**config.mk**
```make
export PLATFORM = sky130hd
export DESIGN_NAME = mrp_result_path
export DESIGN_NICKNAME = d
export VERILOG_FILES = /design/src/rtl/mrp_pkg.sv /design/src/rtl/mrp_mult_core.sv /design/src/rtl/mrp_result_path.sv
export SDC_FILE = /design/constraint.sdc
export NUM_CORES = 1
export LEC_CHECK = 0
export ABC_CLOCK_PERIOD_IN_PS = 5600
export BUFFER_PORTS_ARGS = -buffer_cell sky130_fd_sc_hd__buf_2
export CAP_MARGIN = 20
export CORE_MARGIN = 2
export CORE_UTILIZATION = 45
export DETAILED_ROUTE_END_ITERATION = 6
export SLEW_MARGIN = 20
export SYNTH_ARGS = -nofsm -noshare
export SYNTH_HDL_FRONTEND = slang
export SYNTH_SLANG_ARGS = --single-unit
```
**constraint.sdc**
```tcl
create_clock -name CLK -period 5.6 [get_ports CLK]
set_clock_uncertainty 0.15 [all_clocks]
set_input_delay 0 -clock CLK [delete_from_list [all_inputs] [get_ports CLK]]
set_output_delay 0 -clock CLK [all_outputs]
set_load 0.02 [all_outputs]
```
**src/rtl/mrp_pkg.sv**
```systemverilog
/*
 * constants, mode type and address decode for the 16x16 multiply result path.
 * assumes word-aligned 16-bit addresses from the peripheral register bus.
 */
package mrp_pkg;

    // register word addresses
    localparam logic [15:0] ADDR_OPA_UNS = 16'h0130;
    localparam logic [15:0] ADDR_OPA_SGN = 16'h0132;
    localparam logic [15:0] ADDR_OPA_MACU = 16'h0134;
    localparam logic [15:0] ADDR_OPA_OPERAND_A_ACCUM_SIGNED = 16'h0136;
    localparam logic [15:0] ADDR_OPB = 16'h0138;
    localparam logic [15:0] ADDR_RES_LO = 16'h013A;
    localparam logic [15:0] ADDR_RES_HI = 16'h013C;
    localparam logic [15:0] ADDR_RES_EXT = 16'h013E;

    // field layout and fixed values
    localparam int unsigned WORD_W = 16;
    localparam int unsigned BYTE_W = 8;
    localparam logic [15:0] EXT_ZERO = 16'h0000;
    localparam logic [15:0] EXT_ONES = 16'hFFFF;
    localparam logic [15:0] EXT_CARRY = 16'h0001;
    localparam logic [15:0] RDATA_RST = 16'h0000;

    // cycles from second-operand write edge to finished result
    localparam int unsigned RESULT_CYCLES = 3;

    typedef enum logic [1:0] {
        MRP_UNSIGNED_PRODUCT_MODE,
        MRP_SIGNED_PRODUCT_MODE,
        MRP_UNSIGNED_ACCUMULATE_MODE,
        MRP_SIGNED_ACCUMULATE_MODE
    } mrp_mode_t;

    // first-operand alias address to operation mode
    function automatic mrp_mode_t mrp_addr_mode(input logic [15:0] addr);
        case (addr)
            ADDR_OPA_SGN: mrp_addr_mode = MRP_SIGNED_PRODUCT_MODE;
            ADDR_OPA_MACU: mrp_addr_mode = MRP_UNSIGNED_ACCUMULATE_MODE;
            ADDR_OPA_OPERAND_A_ACCUM_SIGNED: mrp_addr_mode = MRP_SIGNED_ACCUMULATE_MODE;
            default: mrp_addr_mode = MRP_UNSIGNED_PRODUCT_MODE;
        endcase
    endfunction

    // true for any of the four first-operand aliases
    function automatic logic mrp_is_opa(input logic [15:0] addr);
        mrp_is_opa = (addr == ADDR_OPA_UNS) || (addr == ADDR_OPA_SGN) ||
                     (addr == ADDR_OPA_MACU) || (addr == ADDR_OPA_OPERAND_A_ACCUM_SIGNED);
    endfunction

    function automatic logic mrp_is_signed(input mrp_mode_t m);
        mrp_is_signed = (m == MRP_SIGNED_PRODUCT_MODE) || (m == MRP_SIGNED_ACCUMULATE_MODE);
    endfunction

endpackage

```
**src/rtl/mrp_mult_core.sv**
```systemverilog
/*
 * two-stage 16x16 multiplier: operands and mode captured on start,
 * product registered one edge later together with a done pulse.
 * assumes start is a one-cycle strobe from the register decode.
 */
`timescale 1ns/10ps
module mrp_mult_core
    import mrp_pkg::*;
(
    input wire logic clk,
    input wire logic rst_n,
    input wire logic start,
    input wire logic [15:0] opa,
    input wire logic [15:0] opb,
    input wire mrp_mode_t mode,
    output logic [31:0] product_q,
    output mrp_mode_t mode_out_q,
    output logic done_q
);

    logic [15:0] a_q;
    logic [15:0] b_q;
    logic go_q;
    logic sgn;
    logic [16:0] a_ext;
    logic [16:0] b_ext;
    logic [33:0] prod_full;
    logic [31:0] product_d;

    // sign or zero extend to 17 bits so one signed multiplier covers both modes
    assign sgn = mrp_is_signed(mode_out_q);
    assign a_ext = {sgn & a_q[15], a_q};
    assign b_ext = {sgn & b_q[15], b_q};
    // operands widened to the full product width so no operand size rule can truncate it
    assign prod_full = {{17{a_ext[16]}}, a_ext} * {{17{b_ext[16]}}, b_ext};
    assign product_d = prod_full[31:0];

    // stage one: operand capture, so later operand writes cannot disturb a run
    always_ff @(posedge clk) begin
        if (!rst_n) begin
            go_q <= 1'b0;
            mode_out_q <= MRP_UNSIGNED_PRODUCT_MODE;
        end else begin
            go_q <= start;
            if (start) begin
                mode_out_q <= mode;
            end
        end
    end

    // operand copies carry no reset, they are pure datapath
    always_ff @(posedge clk) begin
        if (start) begin
            a_q <= opa;
            b_q <= opb;
        end
    end

    // stage two: product and done
    always_ff @(posedge clk) begin
        if (!rst_n) begin
            done_q <= 1'b0;
            product_q <= 32'h0000_0000;
        end else begin
            done_q <= go_q;
            if (go_q) begin
                product_q <= product_d;
            end
        end
    end
endmodule

```
**src/rtl/mrp_result_path.sv**
```systemverilog
/*
 * 16x16 multiply / multiply-accumulate peripheral register block.
 * assumes a simple word bus synchronous to CLK: one-cycle BUS_WR / BUS_RD
 * strobes, BUS_BYTE marks a byte write, read data registered one edge later.
 */
// Summary of operation
// - last written first-operand alias selects mode; that write starts nothing.
// - each second-operand write starts an operation with the stored first operand.
// - all result words are finished three cycles after the second-operand write.
// - low result word always takes result bits 15 to 0.
// - unsigned and accumulate modes put upper sixteen result bits in the high word.
// - signed product high word carries the sign and the upper result bits.
// - signed modes give two's complement results across high and low words.
// - unsigned product mode loads the extension word with zero.
// - signed modes load extension with all ones if negative, else zero.
// - unsigned accumulate loads extension with one on carry out, else zero.
// - signed accumulate treats bit 31 set as negative, clear as positive.
// - no overflow flag; in signed modes extension just mirrors the wrapped result's sign.
// - word decode: four aliases, second operand, low, high, read-only extension.
// - reset keeps operands; result and extension words have no reset value.
`timescale 1ns/10ps
module mrp_result_path
    import mrp_pkg::*;
(
    input wire logic CLK,
    input wire logic RST_N,
    input wire logic [15:0] BUS_ADDR,
    input wire logic BUS_WR,
    input wire logic BUS_RD,
    input wire logic BUS_BYTE,
    input wire logic [15:0] BUS_WDATA,
    output logic [15:0] BUS_RDATA
);

    logic [15:0] opa_q;
    logic [15:0] opb_q;
    logic [15:0] res_lo_q;
    logic [15:0] res_hi_q;
    logic [15:0] res_ext_q;
    mrp_mode_t mode_q;
    logic [31:0] product;
    mrp_mode_t run_mode;
    logic done;

    // write data, byte writes zero the upper half
    logic [15:0] wdata;
    assign wdata = BUS_BYTE ? {8'h00, BUS_WDATA[7:0]} : BUS_WDATA;

    // address decode
    logic wr_opa;
    logic wr_opb;
    logic wr_lo;
    logic wr_hi;
    assign wr_opa = BUS_WR && mrp_is_opa(BUS_ADDR);
    assign wr_opb = BUS_WR && (BUS_ADDR == ADDR_OPB);
    assign wr_lo = BUS_WR && (BUS_ADDR == ADDR_RES_LO);
    assign wr_hi = BUS_WR && (BUS_ADDR == ADDR_RES_HI);

    // read mux; unmapped addresses and the write-ignoring extension word decoded here
    logic [15:0] rdata_d;
    assign rdata_d = mrp_is_opa(BUS_ADDR) ? opa_q :
                     (BUS_ADDR == ADDR_OPB) ? opb_q :
                     (BUS_ADDR == ADDR_RES_LO) ? res_lo_q :
                     (BUS_ADDR == ADDR_RES_HI) ? res_hi_q :
                     (BUS_ADDR == ADDR_RES_EXT) ? res_ext_q : RDATA_RST;

    // the multiplier reads the operand straight off the bus so it sees this write
    mrp_mult_core u_core (
        .clk(CLK),
        .rst_n(RST_N),
        .start(wr_opb),
        .opa(opa_q),
        .opb(wdata),
        .mode(mode_q),
        .product_q(product),
        .mode_out_q(run_mode),
        .done_q(done)
    );

    // accumulate arithmetic; 33 bits keep the unsigned carry
    logic is_acc;
    logic [31:0] acc_base;
    logic [32:0] sum33;
    logic [31:0] res_d;
    logic [15:0] ext_d;
    assign is_acc = (run_mode == MRP_UNSIGNED_ACCUMULATE_MODE) || (run_mode == MRP_SIGNED_ACCUMULATE_MODE);
    assign acc_base = is_acc ? {res_hi_q, res_lo_q} : 32'h0000_0000;
    assign sum33 = {1'b0, acc_base} + {1'b0, product};
    assign res_d = sum33[31:0];

    // extension word: overflow is not flagged; signed modes show only the wrapped sign, unsigned accumulate the carry
    always_comb begin
        case (run_mode)
            MRP_UNSIGNED_PRODUCT_MODE: ext_d = EXT_ZERO;
            MRP_UNSIGNED_ACCUMULATE_MODE: ext_d = sum33[32] ? EXT_CARRY : EXT_ZERO;
            MRP_SIGNED_PRODUCT_MODE: ext_d = res_d[31] ? EXT_ONES : EXT_ZERO;
            MRP_SIGNED_ACCUMULATE_MODE: ext_d = res_d[31] ? EXT_ONES : EXT_ZERO;
            default: ext_d = EXT_ZERO;
        endcase
    end

    // mode selection is control state, so it has a reset value, as does the read data register
    always_ff @(posedge CLK) begin
        if (!RST_N) begin
            mode_q <= MRP_UNSIGNED_PRODUCT_MODE;
        end else if (wr_opa) begin
            mode_q <= mrp_addr_mode(BUS_ADDR);
        end
    end

    // operands survive reset, they have no reset branch at all
    always_ff @(posedge CLK) begin
        if (wr_opa) begin
            opa_q <= wdata;
        end
        if (wr_opb) begin
            opb_q <= wdata;
        end
    end

    // results: a finishing operation beats a host write in the same cycle
    always_ff @(posedge CLK) begin
        if (done) begin
            res_lo_q <= res_d[15:0];
            res_hi_q <= res_d[31:16];
            res_ext_q <= ext_d;
        end else begin
            if (wr_lo) begin
                res_lo_q <= wdata;
            end
            if (wr_hi) begin
                res_hi_q <= wdata;
            end
        end
    end

    // registered read port
    always_ff @(posedge CLK) begin
        if (!RST_N) begin
            BUS_RDATA <= RDATA_RST;
        end else if (BUS_RD) begin
            BUS_RDATA <= rdata_d;
        end
    end
endmodule

```
; ---- After elaboration in Yosys (flattened, before gate mapping)
; Cells that the tools add are included.
[classes]
add_sub_neg = 1
mul = 1
n_eq_ne = 11
n_mux = 15
n_bitwise = 2
n_reduce_logical = 13
[ops]
columns = operator, n
row1 = $mux 16, 11
row2 = $eq 16x9->1 const B, 8
row3 = $pmux 16 s3, 1
row4 = $add 32x32->33, 1
row5 = $mul 17x17->32, 1
row6 = $mux 32, 1
row7 = $pmux 2 s3, 1
row8 = $logic_or 1x1->1, 5
row9 = $eq 2x2->1 const B, 2
row10 = $logic_and 1x1->1, 4
row11 = $reduce_bool 2->1, 2
row12 = $and 1x1->1, 2
row13 = $eq 2x1->1 const B, 1
row14 = $logic_not 2->1, 1
row15 = $reduce_or 2->1, 1
row16 = $mux 1, 1
[totals]
reg_bits = 150
inputBits = 37
output_inout_bits = 16
wordCells = 55

; ---- Longest topological paths before layout
[logic_depth]
ltp_word = 6
ltp_mapped = 25

; ---- Hierarchy
; A second synthesis with hierarchy kept.
[unflattened]
hier_cells = 1920
hier_area_um2 = 18398.9
[by_module_without_submodules]
columns = mod, n_inst, cells_per_inst, area_per_inst_um2, seq_area_each_um2
row1 = mrp_mult_core, 1, 1339, 12843.6, 1681.6
row2 = mrp_result_path, 1, 581, 5555.3, 2342.2

; ---- Least setup slack after synthesis
; OpenSTA, ideal clock, no wires.
[synth_path]
path_type = register to register
start = register u_core.a_q[15]
end = register u_core.product_q[31]
arrival_time_ns = 5.928
required_ns = 5.325
path_slack_ns = -0.603
path_stages_with_launch = 24
n_path_buf = 1
cell_sequence = edfxtp_1 -> and2_1 -> clkbuf_1 -> nand2_1 -> inv_1 -> fa_1 -> inv_1 -> fa_1 -> inv_1 -> fa_1 -> fa_1 -> fa_1 -> inv_1 -> fa_1 -> inv_1 -> ha_1 -> nand4_1 -> o31ai_1 -> a21oi_1 -> a311oi_2 -> o41ai_2 -> nor3b_1 -> and3_1 -> o31ai_1
[synth_via]
elab_chain_cells = 2
[synth_rtl]
columns = element, line
row1 = "start, declared", mrp_mult_core.sv:21  ; logic [15:0] a_q;
row2 = "start signal, assigned", mrp_mult_core.sv:54  ; a_q <= opa;
row3 = $and 1x1->1, mrp_mult_core.sv:32  ; assign a_ext = {sgn & a_q[15], a_q};
row4 = $mul 17x17->32 *, mrp_mult_core.sv:35  ; assign prod_full = {{17{a_ext[16]}}, a_ext} * {{17{b_ext[16]}}, b_ext};
row5 = "end signal, assigned", mrp_mult_core.sv:67  ; product_q <= product_d;
row6 = "end, declared", mrp_mult_core.sv:16  ; output logic [31:0] product_q,
; Every way passes the cells marked *; elsewhere a longest branch is shown, timed or not.
; A chain may end at the register's enable or synchronous reset.

; ---- Worst setup path in the final report
[layout_path]
start = register u_core.a_q[8]
end = register u_core.product_q[25]
[layout_via]
elab_chain_cells = 1
[layout_rtl]
columns = element, line
row1 = $mul 17x17->32, mrp_mult_core.sv:35
; No other way between the ends.

==> results.json <==
{
  "power_density_mw_per_mm2": 104,
  "placed_cells_incl_taps": 2547,
  "worstSetupStartpointType": "flop",
  "cts-root-to-sink-buffers": 2,
  "holdPathStages": 3,
  "timing.critical_path.fanout_max": 7,
  "floorplan.io_pins": 53,
  "rr_endpoint": "u_core.product_q[25]$_SDFFE_PN0P_",
  "yosys.cell_types.count": 79,
  "yosys_most_used_dff": "sky130_fd_sc_hd__edfxtp_1",
  "combinational_family_with_the_most_area_after_synthesis": "adder cells",
  "ys_warn_count": 0,
  "global_route.usage.total_pct": 25.6,
  "fin_cells": 2648,
  "number_of_antenna_violations_at_the_first_check_in_global_routing": 1,
  "grt_remaining_overflow": 0,
  "nets": 2550,
  "ys_async_sr_fraction_pct": 0,
  "synth_area_in_compound_gates_pct": 10.3,
  "finalWorstSetupSlack_ns": -0.527,
  "core_sq_mm": 0.0387,
  "rsz0062_at_grt": "yes",
  "syn2layout_area_growth_pct": 24.1,
  "min_period_over_period_pct": 109,
  "rows": 72,
  "cts_htree_levels": 4,
  "max_stage_delay_ns": 0.58,
  "cts_buffers": 17,
  "startpoint_of_the_worst_hold_path": "BUS_RD",
  "max-vdd-ir-drop_mv": 0.211,
  "viasPerCell": 5.24,
  "synthTopCellsByArea": "sky130_fd_sc_hd__fa_1 (32%), sky130_fd_sc_hd__edfxtp_1 (14%), sky130_fd_sc_hd__ha_1 (8.1%)",
  "first_iter_violations": 737,
  "worst_skew_pair.late_latency_ns": 0.42,
  "die_y_um": 202,
  "required_ns": 5.81,
  "cell_with_the_biggest_individual_delay_on_the_critical_path": "sky130_fd_sc_hd__fa_1",
  "buffering_stage_count_on_the_worst_path_with_inverters_included": 5,
  "routed-wl-met3_um": 2720,
  "period_needed_ns": 6.13,
  "drt_pass1_iterations": 7,
  "crit_chain": "buf_6 > buf_4 > and2_1 > fa_1 > fa_1 > fa_1 > fa_1 > fa_1 > inv_1 > fa_1 > inv_1 > ha_4 > nand2_4 > o31ai_4 > a211oi_2 > a311oi_4 > buf_4 > a21oi_2 > xnor2_2 > mux2i_1 > nor2b_1",
  "ff_latch_area_sq_mm": 0.00355,
  "crit_family": "adder cells",
  "setup.worst_path.end_class": "flop",
  "hold_class": "primary input to flop",
  "layout-drive-gt1-share_pct": 22.2,
  "root_buffer": "sky130_fd_sc_hd__clkbuf_16",
  "area_occupied_by_multi_input_gates_sq_mm": 0.0134,
  "numPortBuffers": 52,
  "worst_pin_slew_ns": 1.03,
  "holdWs_ns": 0.0585,
  "clkSlewWorstSetupHoldPaths_ns": 0.07,
  "worst_r2r_path_depth": 21,
  "netlist.area_leader.share_pct": 32.0,
  "clock.fmax_ghz": 0.163,
  "relative_slew_margins_pct": 31.1,
  "maxUsedRoutingLayer": "met4",
  "yosysSeqAreaShare_pct": 20.0,
  "number_of_global_route_vias_before_repair": 14800,
  "num-fill-cells": 3379,
  "routed_wire_length_um": 50000,
  "cts_sinks": 136,
  "place_congestion": 0.910,
  "synth_top_cells_by_count": "sky130_fd_sc_hd__inv_1 (342), sky130_fd_sc_hd__fa_1 (283), sky130_fd_sc_hd__nand2_1 (241)",
  "grt_max_degree": 67,
  "synth_top_area_cell": "sky130_fd_sc_hd__fa_1",
  "floorplan.initialDensity_pct": 45.7,
  "tritoncts": "done",
  "timing.final.setup_violations": 17,
  "grt_pass1_wl_um": 81000,
  "count_of_nets_left_with_antenna_violations_after_detail_routing": 0,
  "timing.hold.worst_endpoint": "BUS_RDATA[12]$_SDFFE_PN0P_",
  "vias": 13900,
  "rr_startpoint": "u_core.a_q[8]$_DFFE_PP_",
  "syn-mean-instance-area_sq_um": 9.46,
  "setup.worst_path.class": "flop to flop",
  "report.final.slew_viol_count": 0,
  "synth_net_count": 2307,
  "run_status": "finished with violations",
  "synthAdderAreaFrac_pct": 40.0,
  "synth.most_common_cell": "sky130_fd_sc_hd__inv_1",
  "mappedNetlistArea_sq_mm": 0.0177,
  "dpl.hpwl_um": 39600,
  "yosys.area_share.simple_pct": 16.8,
  "crit_arrival_ns": 6.34,
  "wl_met1_um": 22100,
  "die_area_sq_mm": 0.0410,
  "synth_edf_count": 82,
  "max-cap-violations": 0,
  "hold_viol": 0,
  "yosys_register_bits": 136,
  "cpMostUsedCell": "sky130_fd_sc_hd__fa_1",
  "failed_checks": "setup timing",
  "drt-wirelength-per-cell_um": 18.9,
  "route.detailed.drc": 0,
  "die_x_um": 202,
  "leakage_dissipation_uw": 0.0103,
  "synth_xor_xnor_area_share_pct": 2.67,
  "synthMuxAreaShare_pct": 1.29,
  "register_to_register_setup_slack_ns": -0.53,
  "wl_met2_um": 23600,
  "syn_inst": 1873
}
==> worst reg2reg max path, delay by kind of cell, from the launching register on <==
kind / cells / cell delay [ns]
adder cells (fa/ha/maj): 7 / 3.30
AO/OA/AOI/OAI: 4 / 0.82
buffers and inverters: 5 / 0.64
flip-flops: 1 / 0.51
AND/OR/NAND/NOR: 3 / 0.36
XOR/XNOR: 1 / 0.20
multiplexers: 1 / 0.11
==> cells by family after synthesis <==
| family | Yosys count |
|---|---|
| flip-flops | 136 |
| AND/OR/NAND/NOR | 580 |
| multiplexers | 21 |
| buffers and inverters | 419 |
| adder cells (fa/ha/maj) | 397 |
| XOR/XNOR | 54 |
| AO/OA/AOI/OAI | 266 |
==> timing repair <==
| item | in CTS | in global routing |
|---|---|---|
| gates cloned | 1 | 0 |
| hold buffers | 25 | 0 |
| pin swaps | 59 | 51 |
| buffers inserted | 30 | 14 |
| endpoints found under the hold margin | 49 | 0 |
| resized for setup | 95 | 63 |
| endpoints found under the setup margin | 19 | 20 |
==> registers in the layout (all words and copies together), names as in the netlist <==
| signal | count |
|---|---|
| res_lo_q | 16 |
| u_core.go_q | 1 |
| u_core.mode_out_q | 2 |
| opa_q | 16 |
| res_ext_q | 2 |
| opb_q | 16 |
| mode_q | 2 |
| u_core.product_q | 32 |
| BUS_RDATA | 16 |
| res_hi_q | 16 |
| u_core.done_q | 1 |
| u_core.a_q | 16 |
==> layer usage <==
metal / track usage, % / vias up
li1: - / 6442
met1: 35.3 / 6970
met2: 42.1 / 382
met3: 3.37 / 76
met4: 8.08 / 0
met5: 0 / -
==> cell usage in the layout (no fill, tap or decap), types with 9 or more instances in the layout <==
master / n
sky130_fd_sc_hd__inv_1: 317
sky130_fd_sc_hd__nor2_1: 31
sky130_fd_sc_hd__edfxtp_1: 82
sky130_fd_sc_hd__nand3_1: 18
sky130_fd_sc_hd__a21o_1: 26
sky130_fd_sc_hd__and2_1: 157
sky130_fd_sc_hd__o2bb2ai_1: 15
sky130_fd_sc_hd__buf_2: 52
sky130_fd_sc_hd__fa_1: 275
sky130_fd_sc_hd__nor2b_1: 33
sky130_fd_sc_hd__a21oi_1: 67
sky130_fd_sc_hd__nand2_2: 10
sky130_fd_sc_hd__and2_4: 10
sky130_fd_sc_hd__and3_1: 9
sky130_fd_sc_hd__ha_4: 16
sky130_fd_sc_hd__inv_2: 25
sky130_fd_sc_hd__buf_6: 30
sky130_fd_sc_hd__mux2i_1: 16
sky130_fd_sc_hd__clkbuf_16: 18
sky130_fd_sc_hd__o211ai_1: 10
sky130_fd_sc_hd__xor2_1: 11
sky130_fd_sc_hd__nand2_1: 224
sky130_fd_sc_hd__buf_12: 20
sky130_fd_sc_hd__dlygate4sd3_1: 25
sky130_fd_sc_hd__o21ai_0: 43
sky130_fd_sc_hd__dfxtp_1: 52
sky130_fd_sc_hd__xnor2_1: 34
sky130_fd_sc_hd__buf_4: 173
sky130_fd_sc_hd__ha_1: 98
sky130_fd_sc_hd__nand3b_1: 18
==> area by class of cell <==
type / instances / area share (%)
clock inverters: 14 / 0.586
multi-input cells: 1318 / 60.8
inverters: 343 / 5.87
diodes: 1 / 0.0114
flip-flops and latches: 136 / 16.1
repair buffers: 300 / 11.6
clock buffers: 18 / 2.05
well taps: 518 / 2.95
==> where the power goes <==
group	switching, uW	internal (uW)	leakage (uW)
registers	4.17	1060	0.00114
logic	54.7	41.6	0.00883
clock network	480	648	0.000286
==> metrics by stage <==
step	area (sq um)	power, uW	setup TNS (ns)	setup WS [ns]	utilization, %
global placement	20100	1170	-7.69	-0.654	52.0
floorplan	18100	1130	-0.705	-0.249	-
detailed placement	20100	1170	-8.44	-0.776	52.0
global route	22000	2350	-10.01	-0.752	56.7
finish	22000	2290	-6.92	-0.527	56.7
CTS	21600	2300	-5.73	-0.499	55.9
==> worst max path at each step <==
stage | endpoint | startpoint | depth (start not counted)
after floorplan | u_core.product_q[31]$_SDFFE_PN0P_ | u_core.a_q[15]$_DFFE_PP_ | 24
after global placement | u_core.product_q[31]$_SDFFE_PN0P_ | opb_q[6]$_DFFE_PP_ | 22
after detailed placement | u_core.product_q[31]$_SDFFE_PN0P_ | opb_q[6]$_DFFE_PP_ | 22
after CTS | u_core.product_q[31]$_SDFFE_PN0P_ | u_core.a_q[15]$_DFFE_PP_ | 21
after global routing | u_core.product_q[31]$_SDFFE_PN0P_ | u_core.a_q[15]$_DFFE_PP_ | 22
final | u_core.product_q[25]$_SDFFE_PN0P_ | u_core.a_q[8]$_DFFE_PP_ | 21
No activity file was read; power rests on OpenSTA's default activity.
